===== config.mk =====
export PLATFORM = sky130hd
export DESIGN_NAME = cpu_regfile
export DESIGN_NICKNAME = d
export VERILOG_FILES = /design/src/core/regfile_pkg.sv /design/src/core/sram_byte_mem.sv /design/src/core/reset_qual.sv /design/src/core/cpu_regfile.sv
export VERILOG_INCLUDE_DIRS = /design/src /design/src/core
export SDC_FILE = /design/constraint.sdc
export NUM_CORES = 2
export LEC_CHECK = 0
export BUFFER_PORTS_ARGS = -buffer_cell sky130_fd_sc_hd__buf_2
export CORE_ASPECT_RATIO = 1.2
export CORE_MARGIN = 3
export CORE_UTILIZATION = 56
export DETAILED_ROUTE_END_ITERATION = 10
export GPL_TIMING_DRIVEN = 0
export PLACE_DENSITY_LB_ADDON = 0.25
export SYNTH_ARGS = -nofsm -noshare
export SYNTH_HDL_FRONTEND = slang
export SYNTH_SLANG_ARGS = --single-unit

===== constraint.sdc =====
create_clock -name clk_sys -period 12.7 [get_ports clk_sys]
set_clock_uncertainty 0.2 [all_clocks]
set_input_delay 1.27 -clock clk_sys [delete_from_list [all_inputs] [get_ports clk_sys]]
set_output_delay 1.27 -clock clk_sys [all_outputs]
set_load 0.02 [all_outputs]

===== src/core/regfile_defs.svh =====
// constants for the cpu working-register file and data-space map
// assumes inclusion by bare name from core design files
`ifndef REGFILE_DEFS_SVH
`define REGFILE_DEFS_SVH
// working registers
`define RF_NUM_REGS 32
`define RF_PTR_BASE 5'h1A
// data-space map
`define DS_REG_LAST 16'h001F
`define DS_IO_FIRST 16'h0020
`define DS_IO_LAST 16'h005F
`define DS_SRAM_FIRST 16'h0060
`define DS_SRAM_LAST 16'h00DF
`define IO_NUM_LOCS 64
`define SRAM_NUM_BYTES 128
// reset qualification
`define RST_MIN_CYCLES 2
`define RST_CNT_W 2
// reset values
`define RF_RESET_VAL 8'h00
`define PC_RESET_VAL 16'h0000
`define NOP_WORD 16'h0000
`endif


===== src/core/regfile_pkg.sv =====
// types shared by the register file core
// assumes the defs header is included where constants are needed
package regfile_pkg;
	// alu operand source selection
	typedef enum logic [1:0] {
		OPSEL_REG_REG = 2'b00,
		OPSEL_IMM_REG = 2'b01,
		OPSEL_SINGLE = 2'b10
	} opsel_t;
	// data-space region decode
	typedef enum logic [1:0] {
		REGION_REG = 2'b00,
		REGION_IO = 2'b01,
		REGION_SRAM = 2'b10,
		REGION_NONE = 2'b11
	} region_t;
	// core run state
	typedef enum logic [1:0] {
		RUN_ACTIVE = 2'b00,
		RUN_IDLE = 2'b01,
		RUN_PDOWN = 2'b10,
		RUN_RESET = 2'b11
	} run_t;
endpackage


===== src/core/sram_byte_mem.sv =====
// byte-wide data memory with registered read data
// assumes a single clock and a synchronous clock enable
`timescale 1ns/1ps
module sram_byte_mem #(
	parameter int DEPTH = 128,
	parameter int AW = 7
) (
	// clock and enable
	input wire logic clk_sys,
	input wire logic ce,
	// access port
	input wire logic [AW-1:0] addr,
	input wire logic wr_en,
	input wire logic [7:0] wr_data,
	output logic [7:0] rd_data_r
);
	// storage array, contents kept through reset
	logic [7:0] mem [DEPTH];
	// ***********************
	// write and registered read
	// ***********************
	always_ff @(posedge clk_sys) begin
		if (ce) begin
			if (wr_en) begin
				mem[addr] <= wr_data;
			end
			rd_data_r <= mem[addr];
		end
	end
endmodule // sram_byte_mem


===== src/core/reset_qual.sv =====
// qualifies the external reset: low for a minimum number of cycles
// assumes the reset pin is asynchronous to clk_sys
`timescale 1ns/1ps
`include "regfile_defs.svh"
module reset_qual (
	// clock and enable
	input wire logic clk_sys,
	input wire logic ce,
	// raw pin and qualified result
	input wire logic ext_rst_n,
	output logic core_rst_r
);
	// three-stage synchroniser
	logic s1_r, s2_r, s3_r;
	logic [`RST_CNT_W-1:0] cnt_r, cnt_nxt;
	logic core_rst_nxt;
	// ***********************
	// synchroniser, stage one read only by stage two
	// ***********************
	always_ff @(posedge clk_sys) begin
		if (ce) begin
			s1_r <= ext_rst_n;
			s2_r <= s1_r;
			s3_r <= s2_r;
		end
	end
	// ***********************
	// count low cycles once stages two and three agree
	// ***********************
	always_comb begin
		cnt_nxt = cnt_r;
		core_rst_nxt = core_rst_r;
		if (!s2_r && !s3_r) begin
			if (cnt_r != `RST_CNT_W'(`RST_MIN_CYCLES - 1)) begin
				cnt_nxt = cnt_r + `RST_CNT_W'(1);
			end else begin
				core_rst_nxt = 1'b1;
			end
		end else if (s2_r && s3_r) begin
			cnt_nxt = '0;
			core_rst_nxt = 1'b0;
		end
	end
	always_ff @(posedge clk_sys) begin
		if (ce) begin
			cnt_r <= cnt_nxt;
			core_rst_r <= core_rst_nxt;
		end
	end
endmodule // reset_qual


===== src/core/cpu_regfile.sv =====
// cpu working-register file, pointer pairs, data-space map and fetch stage
// assumes decoder/alu on clk_sys; peripherals answer the io window
//
// Overview of operation
// - thirty-two byte registers, single-cycle access
// - two operands out, result back, one cycle
// - six registers form three 16-bit pointers
// - third pointer addresses program-memory constant lookups
// - reg-reg, immediate-reg and single-reg operand forms
// - data addresses 00-1F reach working registers
// - 64 io locations, also at 20-5F
// - separate buses, two-stage fetch/execute pipeline
// - reset pin low three cycles resets
// - idle stops cpu, memory and peripherals run
// - power-down keeps registers, halts until wake
// - pointers built from registers 26 to 31
// - 128 sram bytes follow first 96 locations
`timescale 1ns/1ps
`include "regfile_defs.svh"
module cpu_regfile #(
	parameter int PC_W = 16
) (
	// clock, enable, reset
	input wire logic clk_sys,
	input wire logic ce,
	input wire logic rst_n,
	input wire logic ext_rst_n,
	// alu operand ports
	input wire logic [4:0] rd_sel,
	input wire logic [4:0] rr_sel,
	input wire regfile_pkg::opsel_t op_sel,
	input wire logic [7:0] imm_val,
	output logic [7:0] op_a,
	output logic [7:0] op_b,
	// alu result write-back
	input wire logic res_we,
	input wire logic [7:0] res_val,
	// pointer pair write (post-increment, pre-decrement)
	input wire logic ptr_we,
	input wire logic [1:0] ptr_sel,
	input wire logic [15:0] ptr_val,
	output logic [15:0] ptr_x,
	output logic [15:0] ptr_y,
	output logic [15:0] ptr_z,
	// constant lookup address
	output logic [15:0] lpm_addr,
	// data-space access
	input wire logic ds_req,
	input wire logic ds_we,
	input wire logic [15:0] ds_addr,
	input wire logic [7:0] ds_wdata,
	output logic [7:0] ds_rdata_r,
	// io window to peripherals
	output logic io_req,
	output logic io_we,
	output logic [5:0] io_addr,
	output logic [7:0] io_wdata,
	input wire logic [7:0] io_rdata,
	// program memory fetch
	output logic [PC_W-1:0] pm_addr,
	input wire logic [15:0] pm_data,
	input wire logic redirect,
	input wire logic [PC_W-1:0] redirect_pc,
	output logic [15:0] instr_r,
	output logic instr_valid_r,
	// power modes
	input wire logic sleep_idle,
	input wire logic sleep_pdown,
	input wire logic wake_irq,
	output logic cpu_run,
	output logic osc_run,
	output logic core_rst
);
	// ***********************
	// helpers
	// ***********************
	function automatic regfile_pkg::region_t region_of(input logic [15:0] a);
		if (a <= `DS_REG_LAST) region_of = regfile_pkg::REGION_REG;
		else if (a <= `DS_IO_LAST) region_of = regfile_pkg::REGION_IO;
		else if (a <= `DS_SRAM_LAST) region_of = regfile_pkg::REGION_SRAM;
		else region_of = regfile_pkg::REGION_NONE;
	endfunction
	// pointer pair from the register array
	function automatic logic [15:0] pair_of(input logic [7:0] lo, input logic [7:0] hi);
		pair_of = {hi, lo};
	endfunction
	// ***********************
	// reset qualification
	// ***********************
	logic qual_rst;
	reset_qual u_rq (
		.clk_sys(clk_sys),
		.ce(ce),
		.ext_rst_n(ext_rst_n),
		.core_rst_r(qual_rst)
	);
	logic any_rst;
	assign any_rst = !rst_n || qual_rst;
	assign core_rst = any_rst;
	// ***********************
	// run state
	// ***********************
	regfile_pkg::run_t run_r, run_nxt;
	always_comb begin
		run_nxt = run_r;
		unique case (run_r)
			regfile_pkg::RUN_RESET: run_nxt = regfile_pkg::RUN_ACTIVE;
			regfile_pkg::RUN_ACTIVE: begin
				if (sleep_pdown) run_nxt = regfile_pkg::RUN_PDOWN;
				else if (sleep_idle) run_nxt = regfile_pkg::RUN_IDLE;
			end
			regfile_pkg::RUN_IDLE: if (wake_irq) run_nxt = regfile_pkg::RUN_ACTIVE;
			regfile_pkg::RUN_PDOWN: if (wake_irq) run_nxt = regfile_pkg::RUN_ACTIVE;
		endcase
	end
	always_ff @(posedge clk_sys) begin
		if (any_rst) run_r <= regfile_pkg::RUN_RESET;
		else if (ce) run_r <= run_nxt;
	end
	// cpu executes only when active; oscillator stops in power-down
	assign cpu_run = (run_r == regfile_pkg::RUN_ACTIVE);
	assign osc_run = (run_r != regfile_pkg::RUN_PDOWN);
	logic mem_run;
	assign mem_run = ce && osc_run; // memory keeps working in idle
	// ***********************
	// register array
	// ***********************
	logic [7:0] regs_r [`RF_NUM_REGS];
	logic [7:0] regs_nxt [`RF_NUM_REGS];
	logic ds_reg_hit;
	assign ds_reg_hit = ds_req && region_of(ds_addr) == regfile_pkg::REGION_REG;
	always_comb begin
		for (int i = 0; i < `RF_NUM_REGS; i++) regs_nxt[i] = regs_r[i];
		if (cpu_run) begin
			if (ds_reg_hit && ds_we) regs_nxt[ds_addr[4:0]] = ds_wdata;
			if (ptr_we && ptr_sel != 2'h3) begin // only three pairs exist, no wrap to r0
				// pair low byte then high byte
				regs_nxt[`RF_PTR_BASE + {2'b00, ptr_sel, 1'b0}] = ptr_val[7:0];
				regs_nxt[`RF_PTR_BASE + {2'b00, ptr_sel, 1'b1}] = ptr_val[15:8];
			end
			if (res_we) regs_nxt[rd_sel] = res_val;
		end
	end
	always_ff @(posedge clk_sys) begin
		if (!rst_n) begin
			for (int i = 0; i < `RF_NUM_REGS; i++) regs_r[i] <= `RF_RESET_VAL;
		end else if (ce) begin
			for (int i = 0; i < `RF_NUM_REGS; i++) regs_r[i] <= regs_nxt[i];
		end
	end
	// operands read combinationally for same-cycle execute
	always_comb begin
		op_a = regs_r[rd_sel];
		unique case (op_sel)
			regfile_pkg::OPSEL_IMM_REG: op_b = imm_val;
			regfile_pkg::OPSEL_SINGLE: op_b = 8'h00;
			default: op_b = regs_r[rr_sel];
		endcase
	end
	// pointers from the top six registers
	assign ptr_x = pair_of(regs_r[26], regs_r[27]);
	assign ptr_y = pair_of(regs_r[28], regs_r[29]);
	assign ptr_z = pair_of(regs_r[30], regs_r[31]);
	assign lpm_addr = ptr_z;
	// ***********************
	// io window and sram
	// ***********************
	logic io_hit, sram_hit;
	logic [15:0] io_off, sram_off;
	assign io_off = ds_addr - `DS_IO_FIRST;
	assign sram_off = ds_addr - `DS_SRAM_FIRST;
	assign io_hit = ds_req && region_of(ds_addr) == regfile_pkg::REGION_IO;
	assign sram_hit = ds_req && region_of(ds_addr) == regfile_pkg::REGION_SRAM;
	assign io_req = io_hit && cpu_run;
	assign io_we = io_hit && ds_we && cpu_run;
	assign io_addr = io_off[5:0];
	assign io_wdata = ds_wdata;
	logic [7:0] sram_rd;
	sram_byte_mem #(
		.DEPTH(`SRAM_NUM_BYTES),
		.AW(7)
	) u_sram (
		.clk_sys(clk_sys),
		.ce(mem_run),
		.addr(sram_off[6:0]),
		.wr_en(sram_hit && ds_we && cpu_run),
		.wr_data(ds_wdata),
		.rd_data_r(sram_rd)
	);
	// read-data select, registered to align with sram latency
	regfile_pkg::region_t rsel_r, rsel_nxt;
	logic [7:0] hold_r, hold_nxt;
	always_comb begin
		rsel_nxt = rsel_r;
		hold_nxt = hold_r;
		if (ds_req) begin
			rsel_nxt = region_of(ds_addr);
			hold_nxt = (rsel_nxt == regfile_pkg::REGION_IO) ? io_rdata : regs_r[ds_addr[4:0]];
		end
	end
	always_ff @(posedge clk_sys) begin
		if (!rst_n) begin
			rsel_r <= regfile_pkg::REGION_NONE;
			hold_r <= 8'h00;
		end else if (ce) begin
			rsel_r <= rsel_nxt;
			hold_r <= hold_nxt;
		end
	end
	always_comb begin
		unique case (rsel_r)
			regfile_pkg::REGION_SRAM: ds_rdata_r = sram_rd;
			regfile_pkg::REGION_NONE: ds_rdata_r = 8'h00;
			default: ds_rdata_r = hold_r;
		endcase
	end
	// ***********************
	// fetch pipeline
	// ***********************
	logic [PC_W-1:0] pc_r, pc_nxt;
	logic [15:0] instr_nxt;
	logic ivalid_nxt;
	always_comb begin
		pc_nxt = pc_r;
		instr_nxt = instr_r;
		ivalid_nxt = instr_valid_r;
		if (cpu_run) begin
			if (redirect) begin
				pc_nxt = redirect_pc;
				instr_nxt = `NOP_WORD;
				ivalid_nxt = 1'b0;
			end else begin
				pc_nxt = pc_r + PC_W'(1);
				instr_nxt = pm_data;
				ivalid_nxt = 1'b1;
			end
		end
	end
	always_ff @(posedge clk_sys) begin
		if (any_rst) begin
			pc_r <= PC_W'(`PC_RESET_VAL);
			instr_r <= `NOP_WORD;
			instr_valid_r <= 1'b0;
		end else if (ce) begin
			pc_r <= pc_nxt;
			instr_r <= instr_nxt;
			instr_valid_r <= ivalid_nxt;
		end
	end
	assign pm_addr = pc_r;
endmodule // cpu_regfile


==> metrics.md <==
| Metric | Value |
|---|---|
| Status | finished with violations |
| Failing checks | max-capacitance violations, max-slew violations |
| Root Driver | clkbuf_16 |
| Pre-Repair DR Iteration Count | 7 |
| Final WS setup | between 6000 and 7000 ps |
| Hold Path Origin | instr_r[11] |
| Final nets | 4720 |
| Fin crit share | 0.4952 |
| Die extent in x | between 300 and 400 um |
| Setup TNS | 0 ps |
| Avg Synthesized Cell Area | between 15 and 20 um^2 |
| DR top layer | met5 |
| Total GRT Usage | 0.4419 |
| Fin. Hold Viols | 0 |
| Hold Path Class | reg -> reg |
| TritonCTS clock tree | yes |
| Final core utilization | 0.6377 |
| Number of global-route vias before repair | 43.15k |
| Critical path's top delay family | buffers and inverters |
| Initial antenna violation count | 14 |
| Max Buffers Root-to-Sink | 3 |
| Clock transition at path regs | around 60 ps |
| Critical path required time | between 10000 and 15000 ps |
| Layout cells sized above 1 | 0.2217 |
| Pwr Density | ~140 mW/mm^2 |
| Synth Warn # | 0 |
| DRT iter0 DRCs | about 7.6k |
| H-tree depth | 4 |
| Row cnt | between 100 and 150 |
| Synthesized area | ~0.063 mm^2 |
| Most frequent cells in the layout | 1294 x edfxtp_1, 428 x nor2_1, 382 x mux2i_1 |
| Routability cong. | ~1.1 |
| Setup CP Type | in -> out |
| Final setup fails | 0 |
| Hold Path Sink | instr_r[11] |
| Startpoint Class | primary input |
| Total CTS buffers | 134 |
| Cts hold-fix bufs | 0 |
| Reg2reg start | run_r[0] |
| Max-cap violations | 2 |
| Register bit total from synthesis | roughly 1.3k |
| Reg2Reg Depth | 7 |
| Post-synth top area cell | edfxtp_1 |
| Area of the multi-input gates | 0.02181 mm^2 |
| Skew-Pair Late Insertion Delay | ~770 ps |
| Fill cell count | a little over 8k |
| Placed Cells | around 5.9k |
| Ys async rst share | 0 |
| Layout area overhead | 12.53% |
| Worst vdd ir | approximately 0.17 mV |
| Vias | around 46k |
| CP Data Arrival Time | 4820 ps |
| Post-synth EDFFs | ~1.3k |
| Routed wire length | approximately 260000 um |
| Antenna Violating Nets Remaining | 0 |
| First-pass GRT wire length | approximately 350000 um |
| Leak Pwr | approximately 24 nW |
| Worst Tran Pin Value | 1541 ps |
| Design area | just over 0.07 mm^2 |
| Reg2reg end | u_sram.mem[15][7] |
| Cts repair resizes | 0 |
| Slew headroom | -0.02741 |
| Crit path cell chain | buf_2 > buf_1 > buf_1 > mux4_2 > a22oi_1 > nand4_1 > buf_2 |
| Number of buffers added on ports | ~250 |
| Non-Filler Instances | 6193 |
| Reg-to-reg slack, setup | 7560 ps |
| Synth unique cells | 70 |
| Routed wl met3 | approximately 32000 um |
| DP HPWL | ~190000 um |
| Largest net degree at the start of global routing | 121 |
| Wirelength per Cell | around 42 um |
| Area of placed instances | ~0.067 mm^2 |
| Main synth FF type | edfxtp_1 |
| Critical path endpoint category | output pin |
| Critical path peak fanout | 10 |
| Grt total ovfl | 0 |
| Setup Fix Bufs, Post-CTS | 0 |
| Max Freq | around 0.16 GHz |
| Most common cell after layout, fill and taps aside | edfxtp_1 |
| Final Critical Period | 6289 ps |
| CP bufs+invs | 4 |
| Slowest cell on the critical path | buf_1 |
| Reg area | 0.03976 mm^2 |
| Starting density of the core | 0.5668 |
| Syn Inst Count | around 4.2k |
| CTS sink count | around 1.3k |
| Post-route DRC | 0 |
| Boundary Pins | around 260 |
| RSZ-0062 raised after global routing | no |
| Max Slew Vio Count | 22 |
| CP max stage delay | approximately 1100 ps |
| Largest cells by area after synthesis | edfxtp_1 61%, mux4_2 12%, mux2i_1 6.0%, nor2_1 2.5%, a211oi_1 2.0% |
| Drt via density | between 7 and 8 |
| Mapped Nets | ~4.3k |
| Placement Setup Slack | 6516 ps |
| Share of the synthesized area in the top cell type | 0.6131 |
| Hold path depth | 2 |
| Crit path from | rd_sel[1] |
| Die Y | around 370 um |
| Core area | about 0.11 mm^2 |
| Die ar. | between 0.1 and 0.15 mm^2 |
| Post-synthesis sequential area ratio | 0.6273 |
| Wire length on met1 | approximately 85000 um |
| Metal2 WL | 116800 um |
per-stage QoR:
step,hold WS (ps),total power (W)
finish,252.3,0.01010
global route,262.9,0.01025
CTS,248.2,0.01003
detailed placement,207.4,0.006051
global placement,228.6,0.006046
floorplan,200.3,0.005543
cell usage after synthesis, types with 5 or more instances:
library cell / number
a2111oi_0: 46
a2111oi_1: 6
a211o_1: 8
a211oi_1: 170
a21oi_1: 49
a221oi_1: 14
a22o_1: 10
a22oi_1: 126
a311oi_1: 72
a31o_2: 7
a31oi_1: 8
and2_1: 16
and3_1: 5
and3b_1: 5
buf_1: 24
buf_2: 92
buf_4: 43
clkbuf_1: 224
dfxtp_1: 45
edfxtp_1: 1294
ha_1: 9
inv_1: 23
mux2_2: 42
mux2i_1: 382
mux4_2: 346
nand2_1: 228
nand2b_1: 14
nand3_1: 10
nand3_2: 20
nand3b_1: 19
nand4_1: 28
nor2_1: 429
nor2_4: 9
nor2b_1: 17
nor3_1: 63
nor3b_1: 5
nor4_1: 7
o211ai_1: 15
o21ai_0: 119
o22ai_1: 81
sequential cells by signal (all words and copies together) (netlist names), 2 cells and up:
name	count
hold_r	8
instr_r	16
pm_addr	16
regs_r	256
rsel_r	2
run_r	2
u_rq.cnt_r	2
u_sram.mem	1024
u_sram.rd_data_r	8
cells by family after synthesis:
group / after synthesis / share of synthesized area
AND/OR/NAND/NOR: 904 / 0.06649
buffers and inverters: 409 / 0.02882
XOR/XNOR: 3 / 0.0004146
multiplexers: 770 / 0.1907
adder cells (fa/ha/maj): 9 / 0.001777
AO/OA/AOI/OAI: 752 / 0.08445
flip-flops: 1339 / 0.6273
worst max-delay path by stage:
stage,end,slack (ps),cells past startpoint
after detailed placement,u_sram.mem[15][7],6520,7
after CTS,op_a[1],6650,7
after floorplan,regs_r[0][0],7090,4
after global placement,regs_r[5][6],4140,5
final,op_a[1],6410,7
after global routing,op_a[1],6600,7
worst min-delay path, cell delays in order, from the launching register on:
cell,delay [ps]
dfxtp_1,300
nand2_1,50
a21oi_1,50
routing by layer:
| metal | vias to the layer above | global-route usage |
|---|---|---|
| met2 | 4097 | 0.6630 |
| met3 | 1134 | 0.1330 |
| met4 | 12 | 0.3619 |
| met5 | - | 0 |
| li1 | 17710 | - |
| met1 | 22780 | 0.5293 |
report_power, final:
part           internal, W  leakage [nW]  switching, W
registers          0.00491          12.3      0.000101
clock network      0.00231          2.12       0.00177
logic             0.000326          9.86      0.000681
final cells by class:
| cell class | count | area share |
|---|---|---|
| clock inverters | 82 | 0.01309 |
| multi-input cells | 2438 | 0.3058 |
| plain buffers | 385 | 0.02437 |
| inverters | 24 | 0.001263 |
| repair buffers | 267 | 0.02305 |
| clock buffers | 156 | 0.04846 |
| well taps | 1496 | 0.02625 |
| diodes | 6 | 0.0002105 |
| flip-flops and latches | 1339 | 0.5575 |
Note: power is estimated with default switching activity, not from simulation.
